File: src/design/fault_status_pkg.sv
/*
 * Constants for the fault status register bank: register offsets, field
 * positions, reset values and the synchroniser depth.
 * Assumes it is compiled before every design file that names it.
 */
package fault_status_pkg;

  // ****************************************************************
  // Register map
  // ****************************************************************
  localparam logic [7:0]  THERMAL_FAULT_STATUS_ADDR      = 8'h04;
  localparam logic [7:0]  SUPPLY_FAULT_STATUS_ADDR       = 8'h05;
  localparam logic [7:0]  DRIVER_OVERCURRENT_STATUS_ADDR = 8'h06;
  localparam logic [15:0] STATUS_RESET                   = 16'h0000;
  localparam logic [15:0] READ_ZERO                      = 16'h0000;

  // ****************************************************************
  // Field positions
  // ****************************************************************
  localparam int PARITY_BIT                = 15;
  localparam int FET_OVERTEMP_WARNING_BIT  = 1;
  localparam int FET_OVERTEMP_SHUTDOWN_BIT = 0;
  localparam int SUPPLY_LOW_WARNING_BIT    = 7;
  localparam int SUPPLY_OVER_VOLTAGE_BIT   = 6;
  localparam int PUMP_UNDER_VOLTAGE_BIT    = 4;
  localparam int SUPPLY_UNDER_VOLTAGE_BIT  = 1;
  localparam int PHASE_C_HIGH_BIT          = 6;
  localparam int PHASE_B_HIGH_BIT          = 5;
  localparam int PHASE_A_HIGH_BIT          = 4;
  localparam int PHASE_C_LOW_BIT           = 2;
  localparam int PHASE_B_LOW_BIT           = 1;
  localparam int PHASE_A_LOW_BIT           = 0;

  // ****************************************************************
  // Flag vector layout and sync depth
  // ****************************************************************
  localparam int NUM_FLAGS   = 12;
  localparam int SYNC_STAGES = 3;
  localparam logic FLAG_RESET = 1'b0;

endpackage

File: src/design/fault_flag.sv
/*
 * One sticky fault flag with its own three-stage input synchroniser.
 * Assumes the raw detector level is asynchronous to sys_clk and that the
 * clear and auto-clear enables come from sys_clk logic.
 */
`timescale 1ns/1ps
module fault_flag (
  input  wire logic sys_clk,
  input  wire logic rst,
  input  wire logic ce,
  input  wire logic fault_raw,
  input  wire logic auto_clear_en,
  input  wire logic clear,
  output logic      flag_ff
);

  logic [fault_status_pkg::SYNC_STAGES-1:0] sync_ff;
  logic [fault_status_pkg::SYNC_STAGES-1:0] nxt_sync;
  logic                                     level_ff;
  logic                                     nxt_level;
  logic                                     nxt_flag;

  // ****************************************************************
  // Next state
  // ****************************************************************
  always_comb begin
    nxt_sync  = {sync_ff[fault_status_pkg::SYNC_STAGES-2:0], fault_raw};
    // Only the last two stages are compared; the first stage is left
    // alone so that metastability cannot reach the flag.
    nxt_level = (sync_ff[1] == sync_ff[2]) ? sync_ff[2] : level_ff;
    // A fault present in the clear cycle keeps the flag set.
    nxt_flag  = level_ff | (flag_ff & ~clear & ~(auto_clear_en & ~level_ff));
  end

  always_ff @(posedge sys_clk or posedge rst) begin
    if (rst) begin
      sync_ff  <= '0;
      level_ff <= fault_status_pkg::FLAG_RESET;
      flag_ff  <= fault_status_pkg::FLAG_RESET;
    end else if (ce) begin
      sync_ff  <= nxt_sync;
      level_ff <= nxt_level;
      flag_ff  <= nxt_flag;
    end
  end

endmodule // fault_flag

File: src/design/fault_status_registers.sv
/*
 * Read-only fault status register bank of a three-phase motor driver:
 * thermal, supply and per-phase overcurrent flags with parity on read.
 * Assumes the fault detectors and the sleep pin are asynchronous, and that
 * the fault-clear command and the retry enables come from sys_clk logic.
 */
// How it works
// Bit 15 returns parity when enabled.
// FET warning at bit 1, retry auto-clears.
// FET shutdown at bit 0, retry auto-clears.
// Supply low warning bit 7 stays latched.
// Over-voltage bit 6 stays latched.
// Pump under-voltage bit 4 stays latched.
// Supply under-voltage bit 1 stays latched.
// Overcurrent flags high 6..4, low 2..0.
// Overcurrent flags auto-clear under retry.
// Writes ignored; reserved bits read zero.
`timescale 1ns/1ps
module fault_status_registers (
  input  wire logic        sys_clk,
  input  wire logic        rst,
  input  wire logic        ce,
  input  wire logic        sleep_bar_pin,
  input  wire logic        fault_clear_cmd,
  input  wire logic        spi_parity_enable,
  input  wire logic        thermal_retry_en,
  input  wire logic        overcurrent_retry_en,
  input  wire logic        fet_overtemp_warning_det,
  input  wire logic        fet_overtemp_shutdown_det,
  input  wire logic        supply_low_warning_det,
  input  wire logic        supply_over_voltage_det,
  input  wire logic        pump_under_voltage_det,
  input  wire logic        supply_under_voltage_det,
  input  wire logic [2:0]  high_overcurrent_det,
  input  wire logic [2:0]  low_overcurrent_det,
  input  wire logic        rd_en,
  input  wire logic [7:0]  rd_addr,
  output logic      [15:0] rd_data_ff
);

  logic [2:0]                                sleep_sync_ff;
  logic [2:0]                                nxt_sleep_sync;
  logic                                      sleep_level_ff;
  logic                                      nxt_sleep_level;
  logic                                      clear_all;
  logic [fault_status_pkg::NUM_FLAGS-1:0]    flags;
  logic [15:0]                               thermal_word;
  logic [15:0]                               supply_word;
  logic [15:0]                               driver_word;
  logic [15:0]                               sel_word;
  logic [15:0]                               nxt_rd_data;

  // ****************************************************************
  // Sleep pin synchroniser and common clear
  // ****************************************************************
  always_comb begin
    nxt_sleep_sync  = {sleep_sync_ff[1:0], sleep_bar_pin};
    nxt_sleep_level = (sleep_sync_ff[1] == sleep_sync_ff[2]) ? sleep_sync_ff[2]
                                                              : sleep_level_ff;
    // Flags with no fault present stay cleared for as long as the sleep pin is held low.
    clear_all       = fault_clear_cmd | ~sleep_level_ff;
  end

  always_ff @(posedge sys_clk or posedge rst) begin
    if (rst) begin
      sleep_sync_ff  <= 3'h7;
      sleep_level_ff <= 1'b1;
    end else if (ce) begin
      sleep_sync_ff  <= nxt_sleep_sync;
      sleep_level_ff <= nxt_sleep_level;
    end
  end

  // ****************************************************************
  // Thermal flags
  // ****************************************************************
  // Flag order in the vector: 0 warn, 1 shutdown, 2 low warn, 3 ov, 4 pump uv,
  // 5 supply uv, 6..8 high side A..C, 9..11 low side A..C.
  fault_flag fet_overtemp_warning_u (
    .sys_clk       (sys_clk),
    .rst           (rst),
    .ce            (ce),
    .fault_raw     (fet_overtemp_warning_det),
    .auto_clear_en (thermal_retry_en),
    .clear         (clear_all),
    .flag_ff       (flags[0])
  );

  fault_flag fet_overtemp_shutdown_u (
    .sys_clk       (sys_clk),
    .rst           (rst),
    .ce            (ce),
    .fault_raw     (fet_overtemp_shutdown_det),
    .auto_clear_en (thermal_retry_en),
    .clear         (clear_all),
    .flag_ff       (flags[1])
  );

  // ****************************************************************
  // Supply flags
  // ****************************************************************
  // Supply flags never auto-clear, whatever their retry setting, so the
  // host always sees a supply event until it clears it on purpose.
  fault_flag supply_low_warning_u (
    .sys_clk       (sys_clk),
    .rst           (rst),
    .ce            (ce),
    .fault_raw     (supply_low_warning_det),
    .auto_clear_en (1'b0),
    .clear         (clear_all),
    .flag_ff       (flags[2])
  );

  fault_flag supply_over_voltage_u (
    .sys_clk       (sys_clk),
    .rst           (rst),
    .ce            (ce),
    .fault_raw     (supply_over_voltage_det),
    .auto_clear_en (1'b0),
    .clear         (clear_all),
    .flag_ff       (flags[3])
  );

  fault_flag pump_under_voltage_u (
    .sys_clk       (sys_clk),
    .rst           (rst),
    .ce            (ce),
    .fault_raw     (pump_under_voltage_det),
    .auto_clear_en (1'b0),
    .clear         (clear_all),
    .flag_ff       (flags[4])
  );

  fault_flag supply_under_voltage_u (
    .sys_clk       (sys_clk),
    .rst           (rst),
    .ce            (ce),
    .fault_raw     (supply_under_voltage_det),
    .auto_clear_en (1'b0),
    .clear         (clear_all),
    .flag_ff       (flags[5])
  );

  // ****************************************************************
  // Overcurrent flags
  // ****************************************************************
  // Bit 0 of each detector bus is phase A, bit 2 is phase C.
  fault_flag phase_a_high_u (
    .sys_clk       (sys_clk),
    .rst           (rst),
    .ce            (ce),
    .fault_raw     (high_overcurrent_det[0]),
    .auto_clear_en (overcurrent_retry_en),
    .clear         (clear_all),
    .flag_ff       (flags[6])
  );

  fault_flag phase_b_high_u (
    .sys_clk       (sys_clk),
    .rst           (rst),
    .ce            (ce),
    .fault_raw     (high_overcurrent_det[1]),
    .auto_clear_en (overcurrent_retry_en),
    .clear         (clear_all),
    .flag_ff       (flags[7])
  );

  fault_flag phase_c_high_u (
    .sys_clk       (sys_clk),
    .rst           (rst),
    .ce            (ce),
    .fault_raw     (high_overcurrent_det[2]),
    .auto_clear_en (overcurrent_retry_en),
    .clear         (clear_all),
    .flag_ff       (flags[8])
  );

  fault_flag phase_a_low_u (
    .sys_clk       (sys_clk),
    .rst           (rst),
    .ce            (ce),
    .fault_raw     (low_overcurrent_det[0]),
    .auto_clear_en (overcurrent_retry_en),
    .clear         (clear_all),
    .flag_ff       (flags[9])
  );

  fault_flag phase_b_low_u (
    .sys_clk       (sys_clk),
    .rst           (rst),
    .ce            (ce),
    .fault_raw     (low_overcurrent_det[1]),
    .auto_clear_en (overcurrent_retry_en),
    .clear         (clear_all),
    .flag_ff       (flags[10])
  );

  fault_flag phase_c_low_u (
    .sys_clk       (sys_clk),
    .rst           (rst),
    .ce            (ce),
    .fault_raw     (low_overcurrent_det[2]),
    .auto_clear_en (overcurrent_retry_en),
    .clear         (clear_all),
    .flag_ff       (flags[11])
  );

  // ****************************************************************
  // Register words and read port
  // ****************************************************************
  always_comb begin
    thermal_word = fault_status_pkg::READ_ZERO;
    thermal_word[fault_status_pkg::FET_OVERTEMP_WARNING_BIT]  = flags[0];
    thermal_word[fault_status_pkg::FET_OVERTEMP_SHUTDOWN_BIT] = flags[1];
    supply_word = fault_status_pkg::READ_ZERO;
    supply_word[fault_status_pkg::SUPPLY_LOW_WARNING_BIT]   = flags[2];
    supply_word[fault_status_pkg::SUPPLY_OVER_VOLTAGE_BIT]  = flags[3];
    supply_word[fault_status_pkg::PUMP_UNDER_VOLTAGE_BIT]   = flags[4];
    supply_word[fault_status_pkg::SUPPLY_UNDER_VOLTAGE_BIT] = flags[5];
    driver_word = fault_status_pkg::READ_ZERO;
    driver_word[fault_status_pkg::PHASE_A_HIGH_BIT] = flags[6];
    driver_word[fault_status_pkg::PHASE_B_HIGH_BIT] = flags[7];
    driver_word[fault_status_pkg::PHASE_C_HIGH_BIT] = flags[8];
    driver_word[fault_status_pkg::PHASE_A_LOW_BIT]  = flags[9];
    driver_word[fault_status_pkg::PHASE_B_LOW_BIT]  = flags[10];
    driver_word[fault_status_pkg::PHASE_C_LOW_BIT]  = flags[11];
    unique case (rd_addr)
      fault_status_pkg::THERMAL_FAULT_STATUS_ADDR:      sel_word = thermal_word;
      fault_status_pkg::SUPPLY_FAULT_STATUS_ADDR:       sel_word = supply_word;
      fault_status_pkg::DRIVER_OVERCURRENT_STATUS_ADDR: sel_word = driver_word;
      default:                                          sel_word = fault_status_pkg::READ_ZERO;
    endcase
    // Even parity over the whole word; bit 15 is zero otherwise.
    sel_word[fault_status_pkg::PARITY_BIT] = spi_parity_enable & (^sel_word[14:0]);
    nxt_rd_data = rd_en ? sel_word : rd_data_ff;
  end

  always_ff @(posedge sys_clk or posedge rst) begin
    if (rst) begin
      rd_data_ff <= fault_status_pkg::STATUS_RESET;
    end else if (ce) begin
      rd_data_ff <= nxt_rd_data;
    end
  end

endmodule // fault_status_registers

File: config.mk
export PLATFORM = sky130hd
export DESIGN_NAME = fault_status_registers
export DESIGN_NICKNAME = d
export VERILOG_FILES = /design/src/design/fault_status_pkg.sv /design/src/design/fault_flag.sv /design/src/design/fault_status_registers.sv
export SDC_FILE = /design/constraint.sdc
export NUM_CORES = 1
export LEC_CHECK = 0
export ABC_AREA = 1
export BUFFER_PORTS_ARGS = -buffer_cell sky130_fd_sc_hd__buf_2
export CORE_AREA = 3 3 81 83
export CTS_CLUSTER_SIZE = 25
export DETAILED_ROUTE_END_ITERATION = 10
export DIE_AREA = 0 0 84 86
export GPL_ROUTABILITY_DRIVEN = 1
export PLACE_DENSITY = 0.85
export SLEW_MARGIN = 20
export SYNTH_ARGS = -nofsm -noshare
export SYNTH_HDL_FRONTEND = slang
export SYNTH_HIERARCHICAL = 1
export SYNTH_SLANG_ARGS = --single-unit
File: constraint.sdc
create_clock -name sys_clk -period 1.6 [get_ports sys_clk]
set_clock_uncertainty 0.1 [all_clocks]
set_input_delay 0.32 -clock sys_clk [delete_from_list [all_inputs] [get_ports sys_clk]]
set_output_delay 0.32 -clock sys_clk [all_outputs]
set_load 0.02 [all_outputs]
==> results.py <==
metrics = {
    "placed_design": {
        "numPortBuffers": 36,
        "pre_cts_slack_ps": -117,
        "place_congestion": 0.830,
        "placedCellCount": 509,
        "dp_hpwl_mm": 4.56,
        "dpl_cell_area_sq_um": 3610,
    },
    "power": {
        "power_switching_share_pct": 29.4,
        "seqPwrFrac_pct": 55.3,
        "pwr-share-clk_pct": 31.8,
        "vdd_drop_max_mv": 0.647,
        "p_int_mw": 2.87,
        "p_per_area_nw_per_um2": 1070,
        "p_comb_share_pct": 12.9,
        "p_switching_mw": 1.20,
        "leakage_nw": 2.04,
    },
    "job": {
        "maxCapViolations": 0,
    },
    "clock_network": {
        "clkLatencyLatePin_ps": 350,
        "clk_transition_reported_paths_ps": 80,
        "root_buffer": "clkbuf_8",
        "cts_tree": "built",
        "post_cts_buffers": 0,
        "clock_path_buffers": 2,
        "htreeDepth": 3,
        "cts_buffers": 9,
        "cts.sink_count": 72,
    },
    "yosys": {
        "synth_top_area_share_pct": 51.3,
        "ys_ff_latch": 72,
        "avgSynthCellArea_sq_um": 8.45,
        "ys_warn_count": 6,
        "yosys-top-cells-area": "dfrtp_1, nand2_1, o21ai_0",
        "syn_area_sq_um": 3320,
        "ys.flop_type": "dfrtp_1",
        "synth_edf_count": 0,
        "ys_types": 23,
        "synthCells": 393,
        "netlist_top_cells_count": "nand2_1, dfrtp_1, inv_1",
        "ys_async_sr_fraction_pct": 100,
        "yosysTopAreaCell": "dfrtp_1",
        "synth_most_common_cell": "nand2_1",
        "yosysSeqAreaShare_pct": 54.4,
    },
    "run_status": {
        "status": "complete, no violations",
    },
    "setup_path": {
        "cp_max_fo": 12,
        "arrival_ps": 1510,
        "endpoint_kind": "flop",
        "start_kind": "input pin",
        "path_class": "in -> reg",
        "crit_required_ps": 1740,
    },
    "timing": {
        "rsz0062_at_grt": "false",
        "hold_viol_final": 0,
        "layout_setup_ws_ps": 234,
        "fmax_mhz": 732,
        "finalCritPeriodShare_pct": 85.4,
        "tns_ps": 0,
        "drv_slew": 0,
        "min_period_ps": 1370,
        "finalSetupViolations": 0,
    },
    "global_route": {
        "top_usage_layer": "met2",
        "track_usage_pct": 18.7,
        "grtUsageMet1_pct": 24.0,
        "use_met2_pct": 30.2,
        "overflow": 0,
        "antenna_found_initial": 0,
        "grt_pass1_wl_mm": 10.7,
        "grt_pass1_vias": 2426,
        "grt_start_max_net_pins": 43,
        "gr-usage-met3_pct": 5.67,
    },
    "hold_path": {
        "hp-class": "in -> reg",
    },
    "detailed_routing": {
        "vias": 2606,
        "viasPerCell": 4.95,
        "drt_iter0_markers": 121,
        "wl_per_cell_um": 11.8,
        "dr.pass1.iters": 4,
        "drc": 0,
        "wirelength_mm": 6.20,
        "ant_nets": 0,
    },
    "floorplan": {
        "start_util_pct": 56.1,
        "die_x_um": 84,
        "die_area_sq_um": 7220,
        "rows": 28,
        "fp.dieH_um": 86,
        "num_io_pins": 45,
        "core_area_sq_um": 5920,
    },
    "cells_and_area": {
        "nNetsFinal": 475,
        "finalNonFillerCells": 526,
        "area_growth_pct": 14.4,
        "utilization_pct": 64.2,
        "postLayoutCellArea_sq_um": 3800,
        "n_antenna_cell": 0,
        "drive_gt1_share_pct": 22.6,
    },
}
layout make-up:
cell class,instances,area [sq um]
clock buffers,10,138
clock inverters,6,45.0
fillers,487,2120
inverters,54,203
multi-input cells,268,1270
flip-flops and latches,72,1810
well taps,75,93.8
repair buffers,41,245
layer usage:
layer / part of all wire (%) / vias to the layer above
met3: 4.2 / 9
met5: 0 / -
met4: 1.6 / 0
met1: 47 / 1225
li1: - / 1323
met2: 47 / 49
cells by family after synthesis:
kind of cell,after synthesis,synth area share (%)
simple gates,185,24.6
flops,72,54.4
compound gates,71,12.3
buf+inv,64,8.63
other cells,1,0.113
sequential cells by signal, indices dropped and copies added, names as in the netlist, 3 cells and up:
register,cells
fet_overtemp_shutdown_u/sync_ff,3
supply_low_warning_u/sync_ff,3
phase_c_low_u/sync_ff,3
phase_b_high_u/sync_ff,3
pump_under_voltage_u/sync_ff,3
supply_over_voltage_u/sync_ff,3
fet_overtemp_warning_u/sync_ff,3
sleep_sync_ff,3
phase_b_low_u/sync_ff,3
phase_a_high_u/sync_ff,3
rd_data_ff,8
phase_a_low_u/sync_ff,3
phase_c_high_u/sync_ff,3
supply_under_voltage_u/sync_ff,3
power by group through the flow:
stage / Combinational [mW] / Sequential [mW] / Clock (mW)
final: 0.523 / 2.25 / 1.29
after global routing: 0.606 / 2.28 / 1.42
after CTS: 0.529 / 2.25 / 1.33
after detailed placement: 0.525 / 2.28 / 0
after global placement: 0.491 / 2.27 / 0
after floorplan: 0.368 / 2.25 / 0
cell usage in the layout, fill, tap and decap left out, types with 8 or more instances in the layout:
cell      instances
conb_1           12
nor2_1           18
nand3_2           8
o21ai_0          31
nand2_1         139
clkbuf_8         10
inv_2            15
o21ai_1          24
o21ai_2          12
nand3_1          13
inv_1            39
buf_2            36
dfrtp_1          68
what timing repair did:
| item | in CTS | in global routing |
|---|---|---|
| endpoints found under the hold margin | 60 | 0 |
| hold buffers | 1 | 0 |
| gates resized for setup | 0 | 0 |
worst max-delay path, cell delays in order:
cell and delay, ps:
buf_2 100, inv_2 60, nand2_4 60, nor2_8 210
nand3_1 180, nand2_1 140, nand2_1 60, nand3_1 80
nand2_1 70, inv_1 50, nand2_1 50, nand3_1 60
nand2_1 50
path summary, 6_finish.rpt:
| kind | start | end | slack [ps] | cells after the start |
|---|---|---|---|---|
| max in group asynchronous | rst | sleep_sync_ff[2] | 510 | 3 |
| hold reg to reg | phase_b_low_u/sync_ff[0] | phase_b_low_u/sync_ff[0] | 380 | 2 |
| min in group asynchronous | rst | fet_overtemp_shutdown_u/sync_ff[0] | 450 | 3 |
| hold / removal | supply_under_voltage_det | supply_under_voltage_u/sync_ff[0] | 60 | 3 |
| setup reg to reg | sleep_level_ff | phase_b_high_u/flag_ff | 240 | 4 |
| setup / recovery | rd_addr[4] | rd_data_ff[15] | 230 | 13 |
through the flow:
stage,hold WS (ps),power (mW)
after floorplan,-1.48,2.61
after global placement,258,2.76
after detailed placement,278,2.80
after CTS,54.7,4.10
after global routing,52.3,4.30
final,61.9,4.06
(Power assumes the default switching activity.)
